`src/pll_consts.svh`:
```
// Register offsets, field positions, reset values and lock detector counts
// for the loop divider and lock control block.
// Assumes it is included by its bare name wherever the values are needed.
`ifndef PLL_CONSTS_SVH
`define PLL_CONSTS_SVH

// ****************************************************************
// Register offsets
// ****************************************************************
`define ADDR_CTRL 8'h36
`define ADDR_BW 8'h37
`define ADDR_MUL_HI 8'h38
`define ADDR_MUL_LO 8'h39
`define ADDR_RANGE 8'h3A
`define ADDR_REFDIV 8'h3B

// ****************************************************************
// Field positions
// ****************************************************************
`define CTRL_IE_BIT 7
`define CTRL_FLAG_BIT 6
`define CTRL_ON_BIT 5
`define CTRL_BCS_BIT 4
`define BW_AUTO_BIT 7
`define BW_LOCK_BIT 6
`define BW_ACQ_BIT 5

// ****************************************************************
// Reset values
// ****************************************************************
`define RST_ON 1'h1
`define RST_MUL 12'h040
`define RST_RANGE 8'h40
`define RST_REFDIV 4'h1

// ****************************************************************
// Lock detector: good reference periods needed per step
// ****************************************************************
`define GOOD_ACQ_PERIODS 8'h04
`define GOOD_LOCK_PERIODS 8'h08

`endif

```
`src/pll_pkg.sv`:
```
// Types shared by the loop divider and lock control block.
// Assumes nothing beyond a SystemVerilog compiler.
package pll_pkg;

    // Correction pulse pair of the phase comparator
    typedef struct packed {
        logic up;
        logic down;
    } pump_t;

    // Lock detector progress
    typedef enum logic [1:0] {
        LK_IDLE,
        LK_ACQUIRE,
        LK_TRACK,
        LK_LOCKED
    } lock_state_t;

endpackage

```
`src/pll_divider_lock_control.sv`:
```
// Digital control of a frequency-synthesising loop: dividers, phase
// comparator, lock detector, bandwidth mode and control registers.
// Assumes ref_clk far faster than ref_clock_in and vco_clock, which are
// sampled pins; register port strobes come from logic on ref_clk.
//
// Overview of operation
// - Reference pin edges are divided by R to form the divided reference.
// - VCO edges pass a 2^P prescaler, then a modulo-N divider, giving feedback.
// - Phase comparator drives up/down pulses as wide as the phase difference.
// - Lock detector compares feedback and reference rates, once per reference period.
// - acquire_track_select clear means acquisition; set or not acquiring means tracking.
// - With auto bandwidth set, the detector switches filter mode by itself.
// - In auto mode acquire_track_select is read-only, following tolerance.
// - In auto mode the lock indicator is read-only, following tolerance.
// - In auto mode with irq enable, every lock indicator toggle raises interrupt.
// - In manual mode software writes acquire_track_select directly.
// - Manual mode disables the lock indicator and all lock interrupts.
// - Prescaler exponent P takes 0 to 3.
// - Feedback multiplier N is programmable from 1 to 4095.
// - VCO centre set by linear factor L and range exponent E outputs.
// - Without auto bandwidth, lock_irq_enable is forced zero and read-only.
// - Without auto bandwidth, lock_change_flag and lock indicator read zero.
// - While loop_power_on is set, P, E, N, L and R are read-only.
// - R or N programmed as zero acts as one.
`timescale 1ns/1ps
`include "pll_consts.svh"

module pll_divider_lock_control #(
    parameter int N_W = 12,
    parameter int R_W = 4,
    parameter logic [7:0] GOOD_ACQ = `GOOD_ACQ_PERIODS,
    parameter logic [7:0] GOOD_LOCK = `GOOD_LOCK_PERIODS
) (
    // Clock and reset
    input wire logic ref_clk,
    input wire logic sys_rst,
    // Register port
    input wire logic [7:0] reg_addr,
    input wire logic [7:0] reg_wdata,
    input wire logic reg_wr,
    input wire logic reg_rd,
    output logic [7:0] reg_rdata,
    // Clock pins
    input wire logic ref_clock_in,
    input wire logic vco_clock,
    // Divided clock ticks
    output logic divided_ref_clock,
    output logic prescaled_vco_clock,
    output logic feedback_clock,
    // Loop filter and analog controls
    output pll_pkg::pump_t pump,
    output logic track_mode,
    output logic loop_power_on,
    output logic base_clock_select,
    output logic [7:0] vco_range_linear,
    output logic [1:0] vco_range_exp,
    // Processor interrupt
    output logic lock_irq
);

    // ****************************************************************
    // Pin synchronisers
    // ****************************************************************
    logic [1:0] pin_in;
    logic [2:0] sync_r [2];
    logic [1:0] stable_r;
    logic [1:0] rise;

    assign pin_in = {vco_clock, ref_clock_in};

    genvar gi;
    generate
        for (gi = 0; gi < 2; gi++) begin : g_sync
            wire agree = sync_r[gi][1] == sync_r[gi][2];
            assign rise[gi] = agree && sync_r[gi][2] && !stable_r[gi];
            always_ff @(posedge ref_clk) begin
                if (sys_rst) begin
                    sync_r[gi] <= 3'h0;
                    stable_r[gi] <= 1'b0;
                end else begin
                    sync_r[gi] <= {sync_r[gi][1:0], pin_in[gi]};
                    if (agree) begin
                        stable_r[gi] <= sync_r[gi][2];
                    end
                end
            end
        end
    endgenerate

    // ****************************************************************
    // Registers
    // ****************************************************************
    logic ie_r, flag_r, on_r, bcs_r, auto_r, acq_r, lock_r;
    logic [1:0] pre_r, exp_r;
    logic [N_W-1:0] mul_r;
    logic [7:0] lin_r;
    logic [R_W-1:0] rds_r;
    logic [7:0] rdata_r;
    logic irq_r;
    logic ie_nxt, flag_nxt, on_nxt, bcs_nxt, acq_nxt, lock_nxt;
    logic [7:0] rd_mux;

    wire wr_ctrl = reg_wr && (reg_addr == `ADDR_CTRL);
    wire wr_bw = reg_wr && (reg_addr == `ADDR_BW);
    wire prog_ok = !on_r;
    wire wr_mhi = reg_wr && (reg_addr == `ADDR_MUL_HI) && prog_ok;
    wire wr_mlo = reg_wr && (reg_addr == `ADDR_MUL_LO) && prog_ok;
    wire wr_rng = reg_wr && (reg_addr == `ADDR_RANGE) && prog_ok;
    wire wr_rds = reg_wr && (reg_addr == `ADDR_REFDIV) && prog_ok;
    wire lock_toggle = auto_r && (lock_nxt != lock_r);

    // Power-on cannot change while the loop drives the base clock
    assign on_nxt = (wr_ctrl && !bcs_r) ? reg_wdata[`CTRL_ON_BIT] : on_r;
    // Base clock selection needs the loop already on and a nonzero L
    assign bcs_nxt = (!on_r || lin_r == 8'h00) ? 1'b0 : (wr_ctrl ? reg_wdata[`CTRL_BCS_BIT] : bcs_r);
    assign ie_nxt = !auto_r ? 1'b0 : (wr_ctrl ? reg_wdata[`CTRL_IE_BIT] : ie_r);
    // Flag is write-one-to-clear; a toggle in the same cycle wins
    assign flag_nxt = !auto_r ? 1'b0 : lock_toggle ? 1'b1 :
        (wr_ctrl && reg_wdata[`CTRL_FLAG_BIT]) ? 1'b0 : flag_r;

    assign rd_mux = (reg_addr == `ADDR_CTRL) ? {ie_r, flag_r, on_r, bcs_r, pre_r, exp_r} :
        (reg_addr == `ADDR_BW) ? {auto_r, lock_r && auto_r, acq_r, 5'h00} :
        (reg_addr == `ADDR_MUL_HI) ? {4'h0, mul_r[11:8]} :
        (reg_addr == `ADDR_MUL_LO) ? mul_r[7:0] :
        (reg_addr == `ADDR_RANGE) ? lin_r :
        (reg_addr == `ADDR_REFDIV) ? {4'h0, rds_r} : 8'h00;

    always_ff @(posedge ref_clk) begin
        if (sys_rst) begin
            ie_r <= 1'b0;
            flag_r <= 1'b0;
            on_r <= `RST_ON;
            bcs_r <= 1'b0;
            auto_r <= 1'b0;
            acq_r <= 1'b0;
            irq_r <= 1'b0;
            rdata_r <= 8'h00;
        end else begin
            ie_r <= ie_nxt;
            flag_r <= flag_nxt;
            on_r <= on_nxt;
            bcs_r <= bcs_nxt;
            auto_r <= wr_bw ? reg_wdata[`BW_AUTO_BIT] : auto_r;
            acq_r <= acq_nxt;
            irq_r <= flag_nxt && ie_nxt;
            rdata_r <= reg_rd ? rd_mux : 8'h00;
        end
    end

    always_ff @(posedge ref_clk) begin
        if (sys_rst) begin
            pre_r <= 2'h0;
            exp_r <= 2'h0;
            mul_r <= `RST_MUL;
            lin_r <= `RST_RANGE;
            rds_r <= `RST_REFDIV;
        end else begin
            if (wr_ctrl && prog_ok) begin
                pre_r <= reg_wdata[3:2];
                exp_r <= reg_wdata[1:0];
            end
            if (wr_mhi) begin
                mul_r[11:8] <= reg_wdata[3:0];
            end
            if (wr_mlo) begin
                mul_r[7:0] <= reg_wdata;
            end
            if (wr_rng) begin
                lin_r <= reg_wdata;
            end
            if (wr_rds) begin
                rds_r <= reg_wdata[3:0];
            end
        end
    end

    // ****************************************************************
    // Dividers
    // ****************************************************************
    logic [R_W-1:0] ref_cnt_r;
    logic [2:0] pre_cnt_r;
    logic [N_W-1:0] mod_cnt_r;
    logic rdv_r, pclk_r, fb_r;

    wire [R_W-1:0] r_last = (rds_r == '0) ? '0 : rds_r - 4'h1;
    wire [N_W-1:0] n_last = (mul_r == '0) ? '0 : mul_r - 12'h001;
    wire [2:0] pre_last = 3'((4'h1 << pre_r) - 4'h1);
    wire rdv_tick = on_r && rise[0] && (ref_cnt_r >= r_last);
    wire pclk_tick = on_r && rise[1] && (pre_cnt_r >= pre_last);
    wire fb_tick = pclk_tick && (mod_cnt_r >= n_last);

    always_ff @(posedge ref_clk) begin
        if (sys_rst || !on_r) begin
            ref_cnt_r <= '0;
            pre_cnt_r <= 3'h0;
            mod_cnt_r <= '0;
        end else begin
            if (rise[0]) begin
                ref_cnt_r <= rdv_tick ? '0 : ref_cnt_r + 4'h1;
            end
            if (rise[1]) begin
                pre_cnt_r <= pclk_tick ? 3'h0 : pre_cnt_r + 3'h1;
            end
            if (pclk_tick) begin
                mod_cnt_r <= fb_tick ? '0 : mod_cnt_r + 12'h001;
            end
        end
    end

    always_ff @(posedge ref_clk) begin
        if (sys_rst) begin
            rdv_r <= 1'b0;
            pclk_r <= 1'b0;
            fb_r <= 1'b0;
        end else begin
            rdv_r <= rdv_tick;
            pclk_r <= pclk_tick;
            fb_r <= fb_tick;
        end
    end

    // ****************************************************************
    // Phase comparator
    // ****************************************************************
    pll_pkg::pump_t pump_r, pump_nxt;
    wire up_pend = pump_r.up || rdv_tick;
    wire dn_pend = pump_r.down || fb_tick;

    // Leading edge opens its pulse; the lagging edge closes both
    assign pump_nxt.up = on_r && up_pend && !dn_pend;
    assign pump_nxt.down = on_r && dn_pend && !up_pend;

    always_ff @(posedge ref_clk) begin
        if (sys_rst) begin
            pump_r <= '0;
        end else begin
            pump_r <= pump_nxt;
        end
    end

    // ****************************************************************
    // Lock detector
    // ****************************************************************
    pll_pkg::lock_state_t lk_state_r, lk_state_nxt;
    logic [1:0] fb_cnt_r;
    logic [7:0] good_r;
    wire [1:0] fb_sum = (fb_cnt_r == 2'h2) ? 2'h2 : fb_cnt_r + {1'b0, fb_tick};
    // One feedback edge per reference period means in tolerance
    wire period_good = rdv_tick && (fb_sum == 2'h1);
    wire period_bad = rdv_tick && (fb_sum != 2'h1);
    wire det_run = on_r && auto_r;

    always_comb begin
        lk_state_nxt = lk_state_r;
        case (lk_state_r)
            pll_pkg::LK_IDLE: begin
                lk_state_nxt = pll_pkg::LK_ACQUIRE;
            end
            pll_pkg::LK_ACQUIRE: begin
                if (period_good && good_r >= GOOD_ACQ - 8'h01) begin
                    lk_state_nxt = pll_pkg::LK_TRACK;
                end
            end
            pll_pkg::LK_TRACK: begin
                if (period_bad) begin
                    lk_state_nxt = pll_pkg::LK_ACQUIRE;
                end else if (period_good && good_r >= GOOD_LOCK - 8'h01) begin
                    lk_state_nxt = pll_pkg::LK_LOCKED;
                end
            end
            pll_pkg::LK_LOCKED: begin
                if (period_bad) begin
                    lk_state_nxt = pll_pkg::LK_ACQUIRE;
                end
            end
            default: begin
                lk_state_nxt = pll_pkg::LK_IDLE;
            end
        endcase
        if (!det_run) begin
            lk_state_nxt = pll_pkg::LK_IDLE;
        end
    end

    wire det_acq = (lk_state_nxt == pll_pkg::LK_TRACK) || (lk_state_nxt == pll_pkg::LK_LOCKED);
    assign lock_nxt = (lk_state_nxt == pll_pkg::LK_LOCKED);
    // Auto mode follows the detector; manual mode takes software writes
    assign acq_nxt = auto_r ? det_acq : (wr_bw ? reg_wdata[`BW_ACQ_BIT] : acq_r);

    always_ff @(posedge ref_clk) begin
        if (sys_rst) begin
            lk_state_r <= pll_pkg::LK_IDLE;
            fb_cnt_r <= 2'h0;
            good_r <= 8'h00;
            lock_r <= 1'b0;
        end else begin
            lk_state_r <= lk_state_nxt;
            lock_r <= lock_nxt;
            fb_cnt_r <= (rdv_tick || !det_run) ? 2'h0 : fb_sum;
            if (period_bad || !det_run || lk_state_nxt != lk_state_r) begin
                good_r <= 8'h00;
            end else if (period_good && good_r != 8'hFF) begin
                good_r <= good_r + 8'h01;
            end
        end
    end

    // ****************************************************************
    // Outputs
    // ****************************************************************
    assign reg_rdata = rdata_r;
    assign divided_ref_clock = rdv_r;
    assign prescaled_vco_clock = pclk_r;
    assign feedback_clock = fb_r;
    assign pump = pump_r;
    assign track_mode = acq_r;
    assign loop_power_on = on_r;
    assign base_clock_select = bcs_r;
    assign vco_range_linear = lin_r;
    assign vco_range_exp = exp_r;
    assign lock_irq = irq_r;
endmodule

```
`config.mk`:
```
export PLATFORM = sky130hd
export DESIGN_NAME = pll_divider_lock_control
export DESIGN_NICKNAME = d
export VERILOG_FILES = /design/src/pll_pkg.sv /design/src/pll_divider_lock_control.sv
export VERILOG_INCLUDE_DIRS = /design/src /design/src/src
export SDC_FILE = /design/constraint.sdc
export NUM_CORES = 1
export LEC_CHECK = 0
export BUFFER_PORTS_ARGS = -buffer_cell sky130_fd_sc_hd__buf_2
export CAP_MARGIN = 20
export CORE_ASPECT_RATIO = 1.1
export CORE_MARGIN = 3
export CORE_UTILIZATION = 50
export CTS_CLUSTER_SIZE = 40
export DETAILED_ROUTE_END_ITERATION = 10
export PLACE_DENSITY = 0.7
export SYNTH_ARGS = -nofsm -noshare
export SYNTH_HDL_FRONTEND = slang
export SYNTH_SLANG_ARGS = --single-unit
```
`constraint.sdc`:
```
create_clock -name ref_clk -period 14.06 [get_ports ref_clk]
set_clock_uncertainty 0.05 [all_clocks]
set_input_delay 2.109 -clock ref_clk [delete_from_list [all_inputs] [get_ports ref_clk]]
set_output_delay 2.109 -clock ref_clk [all_outputs]
set_load 0.02 [all_outputs]
```
==> flow_metrics.py, run 1 <==
metrics = {
    "power_and_ir_drop": {
        "clock_power_share_pct": 44.5,
        "power_frac_seq_pct": 52.4,
        "powerDensity_mw_per_mm2": 93.72,
        "power.internal_mw": 0.3778,
        "p_total_mw": 0.4775,
        "comb_power_share_pct": 3.1,
        "net-switching-power_mw": 0.09969,
        "sw_frac_of_total_pct": 20.88,
        "p_leak_nw": 1.955,
        "vdd_ir_drop_max_mv": 0.07012,
    },
    "detailed_routing": {
        "drt_iter0_markers": 241,
        "post_drt_wl_per_cell_um": 15.30,
        "drtPass1Iterations": 5,
        "drc_errors": 0,
        "vias": 4049,
        "vias_per_cell": 5.793,
        "final_antenna_net_count": 0,
        "wl_um": 10700,
    },
    "clock_tree": {
        "cts_buffers": 9,
        "clk_pin_slew_worst_paths_ps": 90,
        "htreeDepth": 3,
        "cts.repair.resized": 0,
        "clk_latency_ps": 360,
        "hold_buffers": 0,
        "post_cts_buffers": 0,
        "clock_path_buffers": 2,
        "cts.sink_count": 88,
        "cts_tree": "done",
        "root_buffer": "clkbuf_8",
    },
    "worst_setup_path": {
        "path_max_fanout": 11,
        "critical_path.slowest_cell": "or4_4",
        "end_kind": "register",
        "critPathMaxStageDelay_ps": 560,
        "crit_type": "register to register",
        "cp.arrival_ps": 6000,
        "worst_setup_path_start_kind": "register",
        "path_cells": "or4_4, or3_4, nor3_2, nand2b_1, or3b_4, and2_4, ha_1, nand2b_1, a2111oi_0, o21ai_0, a221oi_1, buf_4, nor2_1, ha_1, or3b_2, a211oi_1, nand3_1, nor4_1, xnor2_1, nor2_1",
        "cp_data_required_time_ps": 14240,
    },
    "cells_and_area": {
        "antenna_cells": 0,
        "mostFrequentLayoutCells": "88 x dfxtp_1, 64 x nand2_1, 60 x nor2_1, 48 x buf_2, 42 x a21oi_1",
        "layout.cells.non_filler": 699,
        "final_common_cell": "dfxtp_1",
        "drive_above_1_share_pct": 13.78,
        "area_growth_pct": 11.93,
        "fin_nets": 633,
    },
    "global_route": {
        "grt_pass1_wl_um": 17990,
        "grt_overflow": 0,
        "first_global_vias": 3862,
        "antenna_found_initial": 0,
        "grt_max_degree": 49,
        "track_usage_pct": 21.20,
    },
    "floorplan": {
        "initial_utilization_pct": 52.76,
        "die_y_um": 106.1,
        "die_area_sq_mm": 0.01029,
        "core_sq_mm": 0.008627,
        "die-width_um": 96.98,
        "io_pins": 49,
        "rows": 35,
    },
    "synth": {
        "avgSynthCellArea_sq_um": 8.337,
        "yosysWarningCount": 0,
        "ys_seq_area_share_pct": 38.70,
        "yosysUniqueCellTypes": 56,
        "synth_top_flop_cell": "dfxtp_1",
        "syn_area_sq_mm": 0.004552,
        "syn_nets": 596,
        "synth_edf_count": 0,
        "async_reset_ff_share_pct": 0,
        "synthCells": 546,
        "synth_seq_cells": 88,
    },
    "place": {
        "hpwl_um": 7812,
        "io_buffers": 48,
        "gp_congestion": 0.8761,
        "dp_cells": 683,
    },
    "sta": {
        "fin_crit_sh_pct": 41.40,
        "setup_viol": 0,
        "tns_ps": 0,
        "period_needed_ps": 5821,
        "worstMarginPinSlew_ps": 874.0,
        "rsz0062_at_grt": "no",
        "finalHoldViolCount": 0,
        "slew_headroom_pct": 41.74,
        "max_freq_mhz": 171.8,
        "drv_slew": 0,
    },
    "min_path": {
        "hp-class": "register to register",
    },
    "run": {
        "maxCapViolCount": 0,
    },
    "run_status": {
        "outcome": "completed",
    },
}
[worst max-delay path, delay by kind of cell, from the launching register on]
family          cells  cell delay (ps)
xor+xnor            1              170
flops               1              370
compound gates      4             1110
fa+ha+maj           2              570
simple gates       12             3210
buf+inv             1              220
[metal layers]
layer / wire length, um / GRT usage [%] / vias up
met5: 0 / 0 / -
met4: 302 / 10.93 / 0
met3: 462 / 2.690 / 32
met2: 5000 / 34.66 / 121
met1: 4929 / 27.45 / 1892
li1: - / - / 2004
[power groups by stage]
stage | clock (mW) | combinational [mW] | sequential (mW)
final | 0.212 | 0.0150 | 0.250
after global routing | 0.227 | 0.0163 | 0.250
after CTS | 0.217 | 0.0148 | 0.250
after detailed placement | 0 | 0.0147 | 0.256
after global placement | 0 | 0.0145 | 0.256
after floorplan | 0 | 0.00814 | 0.256
[cells in the mapped netlist (2+ instances only)]
| master | number | area, sq um |
|---|---|---|
| nor4_1 | 14 | 87.58 |
| o21a_1 | 3 | 22.52 |
| nor2_1 | 60 | 225.2 |
| ha_1 | 28 | 350.3 |
| nor3b_1 | 2 | 15.01 |
| nand3_1 | 36 | 180.2 |
| a31oi_1 | 4 | 25.02 |
| o21ai_0 | 14 | 70.07 |
| nor3_1 | 17 | 85.08 |
| inv_1 | 16 | 60.06 |
| buf_1 | 5 | 18.77 |
| nand3b_1 | 2 | 15.01 |
| buf_2 | 2 | 10.01 |
| and3_1 | 5 | 31.28 |
| a211o_1 | 4 | 35.03 |
| a221oi_1 | 2 | 17.52 |
| mux4_2 | 3 | 67.56 |
| a22o_1 | 3 | 26.28 |
| a22oi_1 | 6 | 45.04 |
| nand2_1 | 64 | 240.2 |
| a21oi_1 | 42 | 210.2 |
| mux2i_1 | 10 | 100.1 |
| nor2b_1 | 13 | 81.33 |
| a21o_1 | 4 | 30.03 |
| or2_2 | 5 | 31.28 |
| clkbuf_1 | 17 | 63.81 |
| dfxtp_1 | 88 | 1762 |
| nand2b_1 | 10 | 62.56 |
| nand4b_1 | 3 | 26.28 |
| nand4_1 | 9 | 56.30 |
| xnor2_1 | 16 | 140.1 |
| and2_1 | 3 | 18.77 |
| a211oi_1 | 3 | 22.52 |
| xor2_1 | 9 | 78.83 |
| nor4b_1 | 3 | 26.28 |
[path summary, 6_finish.rpt]
check	endpoint	slack [ps]	startpoint	cells past startpoint
max	good_r[7]	8240	mul_r[2]	20
min	sync_r[0][1]	410	sync_r[0][0]	1
min reg2reg	sync_r[0][1]	410	sync_r[0][0]	1
max reg2reg	good_r[7]	8240	mul_r[2]	20
[cells by family (layout without fill, tap and decap cells)]
kind of cell | after synthesis | in the layout | synth area share, %
AO/OA/AOI/OAI | 94 | 94 | 12.84
XOR/XNOR | 25 | 25 | 4.810
adder cells (fa/ha/maj) | 28 | 28 | 7.697
buffers and inverters | 41 | 83 | 3.601
flip-flops | 88 | 88 | 38.70
multiplexers | 14 | 14 | 4.261
AND/OR/NAND/NOR | 256 | 256 | 28.09
[area by class of cell]
type | instances | area, sq um
clock inverters | 5 | 103.9
repair buffers | 51 | 262.8
multi-input cells | 417 | 2626
inverters | 16 | 60.06
fillers | 736 | 3532
clock buffers | 11 | 141.4
flip-flops and latches | 88 | 1762
well taps | 111 | 138.9
[flip-flops by register name, summed over array words and instances (netlist names), 2 cells and up]
| signal | count |
|---|---|
| fb_cnt_r | 2 |
| good_r | 8 |
| lk_state_r | 2 |
| mod_cnt_r | 12 |
| mul_r | 12 |
| pre_cnt_r | 3 |
| pre_r | 2 |
| pump | 2 |
| rds_r | 4 |
| ref_cnt_r | 4 |
| reg_rdata | 8 |
| stable_r | 2 |
| sync_r | 6 |
| vco_range_exp | 2 |
| vco_range_linear | 8 |
[per-stage QoR]
step | instance area, sq um | setup WS, ps | util [%] | hold WS, ps
floorplan | 4552 | 8494 | - | 363.8
finish | 5095 | 8239 | 59.06 | 405.1
CTS | 5095 | 8218 | 59.06 | 411.5
detailed placement | 4850 | 8229 | 56.21 | 386.0
global route | 5095 | 7749 | 59.06 | 424.8
global placement | 4850 | 8460 | 56.21 | 366.5
No activity file was read; power rests on OpenSTA's default activity.
==> run 2, diff against run 1 <==
--- a/config.mk
+++ b/config.mk
@@ -6,6 +6,7 @@
 export SDC_FILE = /design/constraint.sdc
 export NUM_CORES = 1
 export LEC_CHECK = 0
+export ABC_AREA = 1
 export BUFFER_PORTS_ARGS = -buffer_cell sky130_fd_sc_hd__buf_2
 export CAP_MARGIN = 20
 export CORE_ASPECT_RATIO = 1.1
==> constraint.sdc (replaced) <==
create_clock -name ref_clk -period 5.4 [get_ports ref_clk]
set_clock_uncertainty 0.05 [all_clocks]
set_input_delay 0.81 -clock ref_clk [delete_from_list [all_inputs] [get_ports ref_clk]]
set_output_delay 0.81 -clock ref_clk [all_outputs]
set_load 0.02 [all_outputs]
==> run 2 against run 1 <==
  * Synthesized area is 1.0% higher
  * Critical path depth increased by 4
  * Setup slack got worse by 7200 ps
  * Sequential cell count unchanged
  * Final area up 0.64%
  * Wire length up 3.0%
  * Register-to-register slack got worse by 7200 ps
  * Non-clock buffer count decreased by 3
  * Utilization decreased by 1.6 points
  * Clock-buffer cell count is the same
  * Critical path type unchanged
  * Critical endpoint is now good_r[4]
==> flow_metrics.py, run 2 <==
metrics = {
    "run_status": {
        "outcome": "completed",
    },
    "synth": {
        "synthTopCellsByCount": "111 x nand2_1, 88 x dfxtp_1, 84 x inv_1",
        "yosysUniqueCellTypes": 40,
        "synth_top_flop_cell": "dfxtp_1",
        "async_reset_ff_share_pct": 0,
        "synth_seq_cells": 88,
        "synth_top_area_cell": "dfxtp_1",
        "ys_top_cells_by_area": "dfxtp_1 38%, nand2_1 9.1%, ha_1 7.6%",
        "synthCells": 639,
        "yosysWarningCount": 0,
        "ys_seq_area_share_pct": 38.31,
        "syn_nets": 689,
        "syn_area_sq_mm": 0.004598,
        "synth_top_area_share_pct": 38.31,
        "avgSynthCellArea_sq_um": 7.196,
        "synth_edf_count": 0,
        "synth_most_common_cell": "nand2_1",
    },
    "clock_tree": {
        "root_buffer": "clkbuf_8",
        "cts_tree": "done",
        "clock_path_buffers": 2,
        "cts.sink_count": 88,
        "htreeDepth": 3,
        "cts_buffers": 9,
        "hold_buffers": 0,
        "clk_latency_ps": 370,
        "post_cts_buffers": 0,
        "cts.repair.resized": 0,
        "clk_pin_slew_worst_paths_ps": 90,
    },
    "power_and_ir_drop": {
        "vdd_ir_drop_max_mv": 0.1771,
        "comb_power_share_pct": 3.4,
        "sw_frac_of_total_pct": 22.83,
        "net-switching-power_mw": 0.2616,
        "power.internal_mw": 0.8842,
        "p_total_mw": 1.146,
        "p_leak_nw": 2.272,
        "power_frac_seq_pct": 56.9,
        "clock_power_share_pct": 39.6,
        "powerDensity_mw_per_mm2": 223.5,
    },
    "min_path": {
        "worstHoldPathCells": 2,
        "hold_start": "sync_r[1][0]",
        "hp-class": "register to register",
    },
    "cells_and_area": {
        "fin_nets": 739,
        "antenna_cells": 0,
        "final_common_cell": "nand2_1",
        "mostFrequentLayoutCells": "111 x nand2_1, 88 x dfxtp_1, 84 x inv_1, 82 x nor2_1, 54 x a21oi_1",
        "area_growth_pct": 11.51,
        "final_core_util_pct": 57.49,
        "fill_cells": 874,
        "largestRegisters": "mod_cnt_r x12, mul_r x12",
        "drive_above_1_share_pct": 13.42,
    },
    "worst_setup_path": {
        "rr_startpoint": "mul_r[0]",
        "end_kind": "register",
        "cp.arrival_ps": 4580,
        "rr_worst_depth": 24,
        "cp_data_required_time_ps": 5610,
        "path_cells": "inv_1, ha_1, nand4_1, inv_1, or2_2, ha_1, inv_1, nor2_1, nor2_1, o21ai_0, nand2_1, nand4_1, nand2_1, inv_1, ha_1, inv_1, nand2_1, nand2_1, nor2_2, nand3_1, a31oi_1, inv_1, a21boi_0, nor2_1",
        "worst_setup_path_start_kind": "register",
        "cp_top_family": "simple AND/OR/NAND/NOR gates",
        "cp-startpoint": "mul_r[0]",
        "cp.depth": 24,
        "critPathMaxStageDelay_ps": 670,
        "cp_common_cell": "inv_1",
        "path_buf_inv": 6,
        "path_max_fanout": 11,
        "critical_path.slowest_cell": "a31oi_1",
        "crit_type": "register to register",
    },
    "place": {
        "io_buffers": 48,
        "gp_congestion": 0.9081,
        "hpwl_um": 8441,
    },
    "global_route": {
        "grt_busiest_layer": "met2",
        "grt_pass1_wl_um": 18280,
        "grt_overflow": 0,
        "track_usage_pct": 21.56,
        "gr-usage-met2_pct": 39.18,
        "grt_max_degree": 31,
        "use_met3_pct": 3.578,
        "grt_use_met1_pct": 25.46,
        "antenna_found_initial": 0,
        "first_global_vias": 3994,
    },
    "detailed_routing": {
        "drc_errors": 0,
        "post_drt_wl_per_cell_um": 13.65,
        "drtPass1Iterations": 4,
        "vias": 4220,
        "drt_iter0_markers": 152,
        "vias_per_cell": 5.229,
        "final_antenna_net_count": 0,
        "wl_um": 11010,
    },
    "floorplan": {
        "io_pins": 49,
        "rows": 36,
        "die_area_sq_mm": 0.01038,
        "core_sq_mm": 0.008919,
        "initial_utilization_pct": 51.56,
        "die-width_um": 97.44,
        "die_y_um": 106.6,
    },
    "sta": {
        "worst_hold_slack_ps": 356.1,
        "tns_ps": 0,
        "fin_crit_sh_pct": 80.92,
        "setup_viol": 0,
        "slew_headroom_pct": 40.29,
        "worstMarginPinSlew_ps": 891.5,
        "rsz0062_at_grt": "no",
        "period_needed_ps": 4369,
        "finalHoldViolCount": 0,
        "drv_slew": 0,
        "max_freq_mhz": 228.9,
    },
    "run": {
        "maxCapViolCount": 0,
    },
}
run 2: cell count changes after synthesis, moves of 7 or more:
cell and delta:
nor4_1 -10, xnor2_1 -12, mux2i_1 -10, inv_1 +68, nor2b_1 -13, clkbuf_1 -11
o21ai_0 +30, nand2b_1 -10, a21oi_1 +12, nand2_1 +47, inv_2 +7, nor2_1 +22
run 2: per-stage QoR:
stage          std cells  cell area [sq um]  worst slack [ps]
6_report             807               5127              1031
5_1_grt              807               5127             392.5
4_1_cts              807               5127              1067
3_5_place_dp         792               4941              1107
2_1_floorplan        639               4598              2040
3_3_place_gp         792               4941              1313
run 2: final timing paths:
kind                        to  slack (ps)
setup / recovery     good_r[4]        1030
hold / removal    sync_r[1][1]         360
setup reg to reg     good_r[4]        1030
hold reg to reg   sync_r[1][1]         360
run 2: metal layers:
metal	share of wire (%)	routed length [um]
met5	0	0
met4	1.7	190
met3	4.5	501
met2	51	5605
met1	43	4714
run 2: final cells by class:
| type | instances | area [sq um] | share of cell area (%) |
|---|---|---|---|
| multi-input cells | 449 | 2447 | 47.73 |
| well taps | 114 | 142.6 | 2.782 |
| flip-flops and latches | 88 | 1762 | 34.36 |
| repair buffers | 48 | 240.2 | 4.685 |
| clock inverters | 4 | 45.04 | 0.8785 |
| clock buffers | 11 | 141.4 | 2.757 |
| inverters | 93 | 349.1 | 6.808 |
run 2: logic make-up after synthesis:
group,Yosys count,share of synthesized area [%]
simple gates,280,27.67
compound gates,127,15.27
xor+xnor,14,2.667
fa+ha+maj,28,7.619
buf+inv,102,8.463
flops,88,38.31
run 2: power by group through the flow:
stage	combinational (mW)	clock, mW	sequential [mW]
CTS	0.0393	0.464	0.653
global route	0.0440	0.484	0.653
finish	0.0392	0.454	0.653
floorplan	0.0203	0	0.668
detailed placement	0.0390	0	0.668
global placement	0.0387	0	0.668
run 2: worst min-delay path, stage by stage (launching register included):
cell	delay, ps
dfxtp_1	300
inv_1	40
nor2_1	30
==> run 3, diff against run 2 <==
--- a/config.mk
+++ b/config.mk
@@ -14,7 +14,7 @@
 export CORE_UTILIZATION = 50
 export CTS_CLUSTER_SIZE = 40
 export DETAILED_ROUTE_END_ITERATION = 10
-export PLACE_DENSITY = 0.7
+export PLACE_DENSITY = 0.72
 export SYNTH_ARGS = -nofsm -noshare
 export SYNTH_HDL_FRONTEND = slang
 export SYNTH_SLANG_ARGS = --single-unit
==> constraint.sdc (replaced) <==
create_clock -name ref_clk -period 3.9 [get_ports ref_clk]
set_clock_uncertainty 0.05 [all_clocks]
set_input_delay 0.585 -clock ref_clk [delete_from_list [all_inputs] [get_ports ref_clk]]
set_output_delay 0.585 -clock ref_clk [all_outputs]
set_load 0.02 [all_outputs]
==> run 3 against run 2 <==
  * First-iteration DRC count grew 31%
  * Sequential cell count is the same
  * Global-route usage grew 0.32 points
  * Power grew 47%
==> flow_metrics.py, run 3 (synthesis gave the netlist of run 2 again) <==
metrics = {
    "sta": {
        "drv_slew": 0,
        "worstMarginPinSlew_ps": 536.3,
        "worst_hold_slack_ps": 348.1,
        "period_needed_ps": 3667,
        "finalHoldViolCount": 0,
        "fin_crit_sh_pct": 94.03,
        "setup_ws_ps": 232.7,
        "slew_headroom_pct": 63.97,
        "max_freq_mhz": 272.7,
        "setup_viol": 0,
    },
    "cells_and_area": {
        "final_common_cell": "nand2_1",
        "mostFrequentLayoutCells": "110 x nand2_1, 85 x dfxtp_1, 81 x inv_1, 78 x nor2_1, 54 x a21oi_1",
        "antenna_cells": 0,
        "final_core_util_pct": 59.20,
        "largestRegisters": "mod_cnt_r x12, mul_r x12",
        "drive_above_1_share_pct": 16.81,
        "final_area_sq_mm": 0.005280,
        "fin_nets": 747,
        "area_growth_pct": 14.83,
    },
    "detailed_routing": {
        "wl_um": 11290,
        "drtPass1Iterations": 5,
        "post_drt_wl_per_cell_um": 13.84,
        "final_antenna_net_count": 0,
        "drt_iter0_markers": 199,
        "vias_per_cell": 5.355,
        "vias": 4370,
        "drc_errors": 0,
    },
    "min_path": {
        "hp-class": "register to register",
    },
    "floorplan": {
        "core_sq_mm": 0.008919,
        "rows": 36,
        "io_pins": 49,
        "initial_utilization_pct": 51.56,
        "die_y_um": 106.6,
        "die_area_sq_mm": 0.01038,
        "die-width_um": 97.44,
    },
    "clock_tree": {
        "clock_path_buffers": 2,
        "root_buffer": "clkbuf_8",
        "cts_buffers": 9,
        "clk_latency_ps": 370,
        "hold_buffers": 0,
        "cts.sink_count": 88,
        "cts_tree": "done",
        "clk_pin_slew_worst_paths_ps": 90,
        "htreeDepth": 3,
    },
    "global_route": {
        "grt_max_degree": 30,
        "grt_overflow": 0,
        "grt_pass1_wl_um": 18690,
        "track_usage_pct": 21.89,
        "antenna_found_initial": 0,
        "first_global_vias": 4155,
    },
    "worst_setup_path": {
        "cp_top_family": "simple AND/OR/NAND/NOR gates",
        "end_kind": "register",
        "critical_path.slowest_cell": "dfxtp_1",
        "critPathMaxStageDelay_ps": 420,
        "worst_setup_path_start_kind": "register",
        "cp_common_cell": "nor2_1",
        "cp_data_required_time_ps": 4160,
        "path_max_fanout": 5,
        "path_buf_inv": 5,
        "crit_type": "register to register",
        "cp.arrival_ps": 3930,
    },
    "place": {
        "post-place-ws_ps": 80.98,
        "hpwl_um": 8413,
        "io_buffers": 48,
        "gp_congestion": 0.9830,
        "postPlaceCellArea_sq_mm": 0.004964,
    },
    "power_and_ir_drop": {
        "powerDensity_mw_per_mm2": 319.7,
        "p_total_mw": 1.688,
        "p_leak_nw": 2.327,
        "vdd_ir_drop_max_mv": 0.1899,
    },
    "run": {
        "maxCapViolCount": 0,
    },
    "run_status": {
        "outcome": "completed",
    },
}
-- run 3: changes by cell type in the layout (fill, tap and decap cells not counted), moves of 3 or more --
cell,change
buf_4,+7
nor2_1,-4
dfxtp_1,-3
dfxtp_2,+3
inv_1,-3
inv_2,+3
nor2_2,+3
-- run 3: through the flow --
step                setup TNS (ps)  cells
floorplan                        0    639
global placement                 0    795
detailed placement               0    795
CTS                              0    811
global route                -289.7    816
finish                           0    816
-- run 3: worst paths after layout --
check / cells past startpoint / slack (ps) / start / endpoint
hold reg to reg: 2 / 350 / sync_r[0][0] / sync_r[0][1]
hold / removal: 2 / 350 / sync_r[0][0] / sync_r[0][1]
setup / recovery: 26 / 230 / mul_r[4] / good_r[7]
setup reg to reg: 26 / 230 / mul_r[4] / good_r[7]
-- run 3: power breakdown --
part / switching [mW] / total, mW / internal (mW)
clock network: 0.348 / 0.729 / 0.382
registers: 0.00187 / 0.904 / 0.902
logic: 0.0387 / 0.0548 / 0.0160
total: 0.388 / 1.69 / 1.30
-- run 3: cell type report --
cell class | count | area [sq um]
Clock buffer | 10 | 137.6
Clock inverter | 6 | 90.09
Fill cell | 831 | 3638
Inverter | 93 | 349.1
Multi-Input combinational cell | 449 | 2491
Sequential cell | 88 | 1765
Tap cell | 114 | 142.6
Timing Repair Buffer | 56 | 304.0
-- run 3: worst reg2reg max path, delay by kind of cell, from the launching register on --
family,cells,cell delay [ps]
AND/OR/NAND/NOR,16,1630
buffers and inverters,5,550
adder cells (fa/ha/maj),2,490
AO/OA/AOI/OAI,3,460
flip-flops,1,420
-- run 3: layer usage --
layer / track usage, % / vias up / routed length (um)
li1: - / 2215 / -
met4: 8.704 / 0 / 267
met3: 3.839 / 26 / 531
met2: 39.42 / 106 / 5671
met5: 0 / - / 0
met1: 25.76 / 2023 / 4821
-- run 3: timing repair --
item	CTS	global route
setup endpoints to repair	0	13
buffers inserted	0	4
gates resized for setup	0	20
